--- src/drive_fc_cfg.svh ---
// Offsets, codes, field positions and reset values of the feature-control block.
`ifndef DRIVE_FC_CFG_SVH
`define DRIVE_FC_CFG_SVH
`define OFS_FUNC      8'h00
`define OFS_FEAT      8'h04
`define OFS_STATE     8'h08
`define OFS_OPT       8'h0c
`define OFS_CTRL      8'h10
`define OFS_SETF      8'h14
`define OFS_STAT      8'h18
`define OFS_RES       8'h1c
`define OFS_IDW85     8'h20
`define OFS_INTV      8'h24
`define OFS_SPER      8'h28
`define OFS_LIM       8'h2c
`define OFS_QIDX      8'h30
`define OFS_QADR      8'h34
`define OFS_QDAT      8'h38
`define FN_SET        16'h0001
`define FN_GET        16'h0002
`define FN_OPT        16'h0003
`define FC_WCACHE     16'h0001
`define FC_REORD      16'h0002
`define FC_TLOG       16'h0003
`define WC_HOST       2'h1
`define WC_ON         2'h2
`define WC_OFF        2'h3
`define RO_EN         16'h0001
`define RO_DIS        16'h0002
`define INTV_BAD      16'h0000
`define INTV_DFLT     16'h0001
`define SPER_DFLT     16'h0001
`define LIM_DFLT      32'h0000_0000
`define SETF_DFLT     1'b1
`define QMARK         8'h80
`define QLAST         7'h7f
`define IDW85_WCE_BIT 5
`define OPT_PERS_BIT  0
`define CTRL_GO_BIT   0
`define STAT_BUSY_BIT 0
`define STAT_DONE_BIT 1
`define STAT_ABRT_BIT 2
`endif

--- src/drive_fc_pkg.sv ---
// Types shared by the feature-control block.
`default_nettype none
package drive_fc_pkg;
  `include "drive_fc_cfg.svh"

  typedef enum logic {ST_IDLE, ST_FILL} phase_e;

  typedef struct packed {
    logic        ack;
    logic [31:0] rdat;
    logic [15:0] func;
    logic [15:0] feat;
    logic [15:0] stv;
    logic [15:0] opt;
    logic [15:0] res;
    logic [15:0] intv;
    logic [15:0] nv_intv;
    logic [15:0] sper;
    logic [31:0] lim;
    logic [1:0]  wc_mode;
    logic [1:0]  nv_wc;
    logic [1:0]  pers;
    logic        setf;
    logic        wc_en;
    logic        reorder;
    logic        done;
    logic        abort;
    logic        busy;
    phase_e      ph;
    logic [6:0]  qidx;
    logic [6:0]  qadr;
    logic [6:0]  fcnt;
    logic [1:0]  hr_s;
    logic [7:0]  t1;
    logic [7:0]  t2;
  } state_s;
endpackage : drive_fc_pkg
`default_nettype wire

--- src/drive_fc_ctl.sv ---
// Feature-control command interpreter with Wishbone register access.
//
// Local design decisions: the address map and the Wishbone interface to the registers.
`timescale 1ns/1ps
`default_nettype none
// How it works
// - Host-controlled cache state follows Set Features.
// - States 2 and 3 force cache on/off.
// - Set Features accepted but ignored while forced.
// - Identify word 85 bit 5 shows real cache.
// - Cache control defaults to host-controlled state.
// - Reordering feature, enabled by default.
// - Reorder disable completes without error, ignored.
// - Logging interval in minutes, zero rejected.
// - Interval change clears queue, index zero.
// - First entry current temperature, rest 80h.
// - Interval change keeps period and limits.
// - Logging interval defaults to one minute.
// - Function code selects set, get, option flags.
// - Option bit 0 makes change persistent.
module drive_fc_ctl
  import drive_fc_pkg::*;
(
  input  wire logic        clk_i,
  input  wire logic        rst_i,
  input  wire logic        wb_cyc_i,
  input  wire logic        wb_stb_i,
  input  wire logic        wb_we_i,
  input  wire logic [7:0]  wb_adr_i,
  input  wire logic [31:0] wb_dat_i,
  input  wire logic [3:0]  wb_sel_i,
  output logic      [31:0] wb_dat_o,
  output logic             wb_ack_o,
  input  wire logic        hard_rst_i,
  input  wire logic [7:0]  temp_i,
  input  wire logic        sample_i,
  output logic             write_cache_en_o,
  output logic             idw85_wce_o,
  output logic             reorder_en_o,
  output logic      [15:0] log_interval_o,
  output logic             queue_busy_o
);
  import drive_fc_pkg::*;

  localparam state_s RST = '{
    ack: 1'b0, rdat: 32'h0000_0000, func: 16'h0000, feat: 16'h0000,
    stv: 16'h0000, opt: 16'h0000, res: 16'h0000,
    intv: `INTV_DFLT, nv_intv: `INTV_DFLT, sper: `SPER_DFLT, lim: `LIM_DFLT,
    wc_mode: `WC_HOST, nv_wc: `WC_HOST, pers: 2'h0, setf: `SETF_DFLT,
    wc_en: `SETF_DFLT, reorder: 1'b1, done: 1'b0, abort: 1'b0, busy: 1'b0,
    ph: ST_IDLE, qidx: 7'h00, qadr: 7'h00, fcnt: 7'h00, hr_s: 2'h0,
    t1: 8'h00, t2: 8'h00};

  state_s     st;
  state_s     n;
  logic [7:0] qmem [0:127];
  logic       mem_we;
  logic [6:0] mem_wa;
  logic [7:0] mem_wd;
  logic [7:0] ra;
  logic       wr;
  logic       rd;
  logic       go;

  function automatic logic [15:0] merge16(input logic [15:0] old_v,
                                          input logic [31:0] new_v,
                                          input logic [3:0]  sel);
    merge16 = {sel[1] ? new_v[15:8] : old_v[15:8], sel[0] ? new_v[7:0] : old_v[7:0]};
  endfunction : merge16

  //////////////////////////////////////////////////////////////////////////////

  always_comb begin
    n      = st;
    mem_we = 1'b0;
    mem_wa = 7'h00;
    mem_wd = 8'h00;
    ra     = {wb_adr_i[7:2], 2'b00};
    n.ack  = wb_cyc_i & wb_stb_i & ~st.ack;
    wr     = n.ack & wb_we_i;
    rd     = n.ack & ~wb_we_i;
    go     = wr && (ra == `OFS_CTRL) && wb_sel_i[0] && wb_dat_i[`CTRL_GO_BIT]
             && (st.ph == ST_IDLE);
    // The hard reset and temperature pins pass two flip-flops first; sample_i is used directly.
    n.hr_s = {st.hr_s[0], hard_rst_i};
    n.t1   = temp_i;
    n.t2   = st.t1;

    if (wr) begin
      case (ra)
        `OFS_FUNC:  n.func  = merge16(st.func, wb_dat_i, wb_sel_i);
        `OFS_FEAT:  n.feat  = merge16(st.feat, wb_dat_i, wb_sel_i);
        `OFS_STATE: n.stv   = merge16(st.stv, wb_dat_i, wb_sel_i);
        `OFS_OPT:   n.opt   = merge16(st.opt, wb_dat_i, wb_sel_i);
        // The write always lands; only host-controlled mode lets it reach the cache.
        `OFS_SETF:  if (wb_sel_i[0]) n.setf = wb_dat_i[0];
        `OFS_SPER:  n.sper  = merge16(st.sper, wb_dat_i, wb_sel_i);
        `OFS_LIM: begin
          for (int b = 0; b < 4; b++) begin
            if (wb_sel_i[b]) n.lim[8*b +: 8] = wb_dat_i[8*b +: 8];
          end
        end
        `OFS_QADR:  if (wb_sel_i[0]) n.qadr = wb_dat_i[6:0];
        default: ;
      endcase
    end

    if (rd) begin
      case (ra)
        `OFS_FUNC:  n.rdat = {16'h0000, st.func};
        `OFS_FEAT:  n.rdat = {16'h0000, st.feat};
        `OFS_STATE: n.rdat = {16'h0000, st.stv};
        `OFS_OPT:   n.rdat = {16'h0000, st.opt};
        `OFS_SETF:  n.rdat = {31'h0000_0000, st.setf};
        `OFS_STAT:  n.rdat = {29'h0000_0000, st.abort, st.done, st.busy};
        `OFS_RES:   n.rdat = {16'h0000, st.res};
        `OFS_IDW85: begin
          n.rdat                 = 32'h0000_0000;
          n.rdat[`IDW85_WCE_BIT] = st.wc_en;
        end
        `OFS_INTV:  n.rdat = {16'h0000, st.intv};
        `OFS_SPER:  n.rdat = {16'h0000, st.sper};
        `OFS_LIM:   n.rdat = st.lim;
        `OFS_QIDX:  n.rdat = {25'h000_0000, st.qidx};
        `OFS_QADR:  n.rdat = {25'h000_0000, st.qadr};
        `OFS_QDAT:  n.rdat = {24'h00_0000, qmem[st.qadr]};
        default:    n.rdat = 32'h0000_0000;
      endcase
    end

    //////////////////////////////////////////////////////////////////////////////
    // Command execution completes in the cycle of the go write.

    if (go) begin
      n.done  = 1'b1;
      n.abort = 1'b0;
      n.res   = 16'h0000;
      case (st.func)
        `FN_SET: begin
          case (st.feat)
            `FC_WCACHE: begin
              if (st.stv == {14'h0000, `WC_HOST} || st.stv == {14'h0000, `WC_ON}
                  || st.stv == {14'h0000, `WC_OFF}) begin
                n.wc_mode = st.stv[1:0];
                n.pers[0] = st.opt[`OPT_PERS_BIT];
                if (st.opt[`OPT_PERS_BIT]) n.nv_wc = st.stv[1:0];
              end else begin
                n.abort = 1'b1;
              end
            end
            `FC_REORD: begin
              // Disabling completes cleanly but reordering stays on.
              if (st.stv != `RO_EN && st.stv != `RO_DIS) n.abort = 1'b1;
            end
            `FC_TLOG: begin
              if (st.stv == `INTV_BAD) begin
                n.abort = 1'b1;
              end else begin
                n.intv    = st.stv;
                n.pers[1] = st.opt[`OPT_PERS_BIT];
                if (st.opt[`OPT_PERS_BIT]) n.nv_intv = st.stv;
                n.qidx    = 7'h00;
                n.fcnt    = 7'h00;
                n.ph      = ST_FILL;
                n.busy    = 1'b1;
              end
            end
            default: n.abort = 1'b1;
          endcase
        end
        `FN_GET: begin
          case (st.feat)
            `FC_WCACHE: n.res = {14'h0000, st.wc_mode};
            `FC_REORD:  n.res = `RO_EN;
            `FC_TLOG:   n.res = st.intv;
            default:    n.abort = 1'b1;
          endcase
        end
        `FN_OPT: begin
          case (st.feat)
            `FC_WCACHE: n.res = {15'h0000, st.pers[0]};
            `FC_REORD:  n.res = 16'h0000;
            `FC_TLOG:   n.res = {15'h0000, st.pers[1]};
            default:    n.abort = 1'b1;
          endcase
        end
        default: n.abort = 1'b1;
      endcase
    end

    //////////////////////////////////////////////////////////////////////////////
    // Queue upkeep; period and limits are never touched here.

    case (st.ph)
      ST_IDLE: begin
        // A sample in the cycle of an interval go is dropped so the cleared index stands.
        if (sample_i && n.ph == ST_IDLE) begin
          n.qidx = st.qidx + 7'h01;
          mem_we = 1'b1;
          mem_wa = st.qidx + 7'h01;
          mem_wd = st.t2;
        end
      end
      ST_FILL: begin
        mem_we = 1'b1;
        mem_wa = st.fcnt;
        mem_wd = (st.fcnt == 7'h00) ? st.t2 : `QMARK;
        n.fcnt = st.fcnt + 7'h01;
        if (st.fcnt == `QLAST) begin
          n.ph   = ST_IDLE;
          n.busy = 1'b0;
        end
      end
      default: n.ph = ST_IDLE;
    endcase

    // A hard reset drops cache mode and interval back to the last persistent ones, and Set Features to its default.
    if (st.hr_s[1]) begin
      n.wc_mode = st.nv_wc;
      n.intv    = st.nv_intv;
      n.setf    = `SETF_DFLT;
    end

    n.wc_en = (n.wc_mode == `WC_HOST) ? n.setf : (n.wc_mode == `WC_ON);
  end

  always_ff @(posedge clk_i) begin
    if (rst_i) begin
      st <= RST;
    end else begin
      st <= n;
    end
  end

  // The queue has no reset: its contents are defined only by an interval write's refill or by sample writes.
  always_ff @(posedge clk_i) begin
    if (mem_we) begin
      qmem[mem_wa] <= mem_wd;
    end
  end

  assign wb_dat_o         = st.rdat;
  assign wb_ack_o         = st.ack;
  assign write_cache_en_o = st.wc_en;
  assign idw85_wce_o      = st.wc_en;
  assign reorder_en_o     = st.reorder;
  assign log_interval_o   = st.intv;
  assign queue_busy_o     = st.busy;
endmodule : drive_fc_ctl
`default_nettype wire

--- config.mk ---
export PLATFORM = sky130hd
export DESIGN_NAME = drive_fc_ctl
export DESIGN_NICKNAME = d
export VERILOG_FILES = /design/src/drive_fc_pkg.sv /design/src/drive_fc_ctl.sv
export VERILOG_INCLUDE_DIRS = /design/src
export SDC_FILE = /design/constraint.sdc
export NUM_CORES = 2
export LEC_CHECK = 0
export BUFFER_PORTS_ARGS = -buffer_cell sky130_fd_sc_hd__buf_4
export CORE_ASPECT_RATIO = 1.5
export CORE_UTILIZATION = 40
export DETAILED_ROUTE_END_ITERATION = 16
export GPL_TIMING_DRIVEN = 0
export SKIP_LAST_GASP = 1
export SLEW_MARGIN = 20
export SYNTH_ARGS = -nofsm -noshare
export SYNTH_HDL_FRONTEND = slang
export SYNTH_SLANG_ARGS = --single-unit
export TNS_END_PERCENT = 10
--- constraint.sdc ---
create_clock -name clk_i -period 11.5 [get_ports clk_i]
set_clock_uncertainty 0.1 [all_clocks]
set_input_delay 0.575 -clock clk_i [delete_from_list [all_inputs] [get_ports clk_i]]
set_output_delay 0.575 -clock clk_i [all_outputs]
set_load 0.01 [all_outputs]
==> flow_summary_export.csv <==
group,metric,value,unit
status,status,"finished clean",
hold_path,hold_path_class,"in -> reg",
routing,drc_errors,0,
sta,setup_violations,0,
die,io_pins,112,
die,die_x,292,um
routing,drt_wl_total,169000,um
setup_path,crit_slowest_cell,"nor2_1",
logic_synthesis,synthCells,3247,
logic_synthesis,synth_cell_types,80,
setup_path,worstPathMaxFanout,10,
global_routing,grt_pass1_vias,30961,
finish,drive_gt1_frac,0.190,
routing,num_vias,31412,
sta,worst_pin_slew,1.20,ns
routing,antenna_left,0,
logic_synthesis,synth_nets,3309,
setup_path,rrSetupSlack,6.36,ns
logic_synthesis,async_flop_share,0,
setup_path,worst_ep_required_time,11.75,ns
setup_path,worstPathArrival,5.39,ns
pwr,ir_worst_vdd,0.123,mV
die,die-area,128000,um2
setup_path,crit_cells,8,
routing,viasPerCell,6.01,
placement,portBuffers,107,
clock_network,cts.path.max_buffers,3,
pwr,p_leak,18.6,nW
die,core,125000,um2
clock_network,htreeDepth,3,
global_routing,grt_max_degree,73,
logic_synthesis,yosys_register_bits,1275,
clock_network,cts.sinks,1275,
logic_synthesis,syn_area_per_cell,15.6,um2
setup_path,reg2reg_to,"qmem[109][2]",
logic_synthesis,synth_top_cell_by_area,"edfxtp_1",
setup_path,start_kind,"flip-flop",
clock_network,cts_tree,"done",
setup_path,crit_chain,"nor4b_1 > and4_1 > o2111ai_4 > o21a_1 > a21boi_1 > nand3_1 > buf_2 > nor2_1",
clock_network,cts.clk_slew.worst_paths,0.07,ns
sta,final.setup.tns,0,ns
setup_path,reg2reg_from,"st[196]",
logic_synthesis,synthFlopType,"edfxtp_1",
setup_path,reg2reg_depth,8,
job,maxCapViolations,0,
setup_path,crit_path_start,"st[196]",
logic_synthesis,synth-seq-area-share,0.708,
die,rows,159,
placement,hpwl,118000,um
global_routing,globalRouteOverflowTotal,0,
sta,rsz0062_at_grt,"no",
logic_synthesis,synth_edf_count,1024,
setup_path,critical_path.endpoint,"qmem[109][2]",
sta,finalHoldViolations,0,
finish,fillers,10837,
setup_path,max_stage_delay,0.92,ns
global_routing,antenna_found_initial,4,
logic_synthesis,synthTopCellsByArea,"edfxtp_1 (61%), dfxtp_1 (9.9%), mux4_2 (9.6%), mux2i_1 (2.3%), a22oi_1 (2.2%)",
clock_network,worstSkewPairLatency,0.77,ns
logic_synthesis,synth_top_area_frac,0.608,
global_routing,grt_usage,0.262,
setup_path,end_kind,"flip-flop",
setup_path,path_class,"reg -> reg",
placement,gp_congestion,0.974,
clock_network,clockRootBuffer,"clkbuf_16",
finish,multiInputGateArea,13600,um2
sta,fmax,194,MHz
sta,min_period,5.14,ns
die,die_y,437,um
clock_network,cts_buffers,115,
sta,fin_crit_sh,0.447,
finish,fin_util,0.463,
setup_path,cp_top_family,"simple AND/OR/NAND/NOR gates",
finish,nets,3579,
global_routing,grt_pass1_wl,234000,um
setup_path,crit_buf_inv,1,
logic_synthesis,netlist_area,50600,um2
pwr,total_power,9.15,mW
sta,slew_headroom,0.203,
logic_synthesis,ys.warnings.count,0,
die,start_util,0.403,
pwr,powerDensity,158,nW/um2
routing,drtIter0Drc,3501,
finish,regArea,35800,um2
finish,syn_to_final_growth,14.7,%
routing,wire_per_inst,32.3,um
routing,dr.pass1.iters,6,
sta,drv_slew,0,
## final cells by class
cell class | count | share of cell area
multi-input combinational | 1710 | 0.235
buffer | 245 | 0.0209
timing repair buffer | 153 | 0.0251
tap | 1610 | 0.0347
sequential | 1275 | 0.617
antenna | 1 | 0.0000432
clock buffer | 143 | 0.0527
clock inverter | 71 | 0.0138
inverter | 17 | 0.00110
## Yosys cell counts, types with 16 or more instances
library cell,n
edfxtp_1,1024
a211oi_1,38
nor3_1,22
buf_1,20
mux2_2,17
buf_4,50
a21oi_1,185
nand2_1,289
buf_2,60
inv_1,17
clkbuf_1,114
dfxtp_1,251
mux2i_1,115
nor2_1,240
and2_1,16
nand3_1,145
a22oi_1,147
nor2b_1,30
mux4_2,216
o22ai_1,25
o21ai_0,27
## timing repair
| action | CTS | global route |
|---|---|---|
| setup endpoints to repair | 0 | 0 |
| hold buffers | 31 | 0 |
| endpoints found under the hold margin | 35 | 0 |
| buffers inserted | 0 | 0 |
| resized for setup | 0 | 0 |
## cells in the final DEF (no fill, tap or decap), drive strengths merged, types with 39 or more instances in the layout
cell / Yosys / final
mux4: 216 / 216
buf: 131 / 253
a21oi: 185 / 185
dfxtp: 251 / 251
nand2: 289 / 289
clkinv: 0 / 39
edfxtp: 1024 / 1024
mux2i: 115 / 115
nor2: 240 / 240
nand3: 145 / 145
a22oi: 147 / 147
clkbuf: 114 / 257
## routing by layer
layer  global-route usage  vias to the layer above  routed length, um
li1                     -                    13202                  -
met1                0.288                    16053              57100
met2                0.454                     1646              84800
met3               0.0350                      511              11300
met4                0.212                        0              15300
met5                    0                        -                  0
## flip-flops by register name (all words and copies together), names as in the netlist, named ones only
signal          flops
qmem             1024
st                184
wb_dat_o           32
log_interval_o     16
n                   9
idw85_wce_o         1
queue_busy_o        1
wb_ack_o            1
## where the power goes
group | switching [mW] | internal (mW)
Clock | 1.78 | 2.23
Sequential | 0.0106 | 4.95
Combinational | 0.128 | 0.0536
Total | 1.91 | 7.24
## worst min path at each step
stage                start  endpoint  depth (start not counted)
6_report       wb_dat_i[9]   st[173]                          3
3_3_place_gp          n[4]     st[4]                          1
5_1_grt        wb_dat_i[9]   st[173]                          3
4_1_cts        wb_dat_i[9]   st[173]                          3
3_5_place_dp          n[0]     st[0]                          1
2_1_floorplan         n[0]     st[0]                          1
## worst register-to-register path, delay by kind of cell (launching register included)
kind                   cells  cell delay, ns
AO/OA/AOI/OAI              3            0.92
buffers and inverters      1            0.57
flip-flops                 1            0.69
AND/OR/NAND/NOR            4            2.47
## stage by stage
| stage | instance area (um2) | cells | hold slack (ns) | worst slack [ns] |
|---|---|---|---|---|
| final | 58000 | 5225 | 0.0353 | 6.36 |
| after global placement | 53400 | 4964 | 0.322 | 4.51 |
| after detailed placement | 53800 | 4978 | 0.325 | 6.49 |
| after floorplan | 50600 | 3247 | 0.314 | 7.52 |
| after CTS | 58000 | 5223 | 0.00129 | 6.60 |
| after global routing | 58000 | 5225 | 0.0446 | 6.36 |
## cell families after synthesis
| kind of cell | Yosys count | synth area share |
|---|---|---|
| DFF | 1275 | 0.708 |
| and+or+nand+nor | 835 | 0.0750 |
| AOI/OAI and AO/OA | 516 | 0.0679 |
| muxes | 348 | 0.123 |
| buffers and inverters | 262 | 0.0248 |
| xor gates and xnor gates | 7 | 0.00121 |
| adders and majority gates | 3 | 0.000742 |
| other | 1 | 0.0000742 |
(Power assumes the default switching activity.)
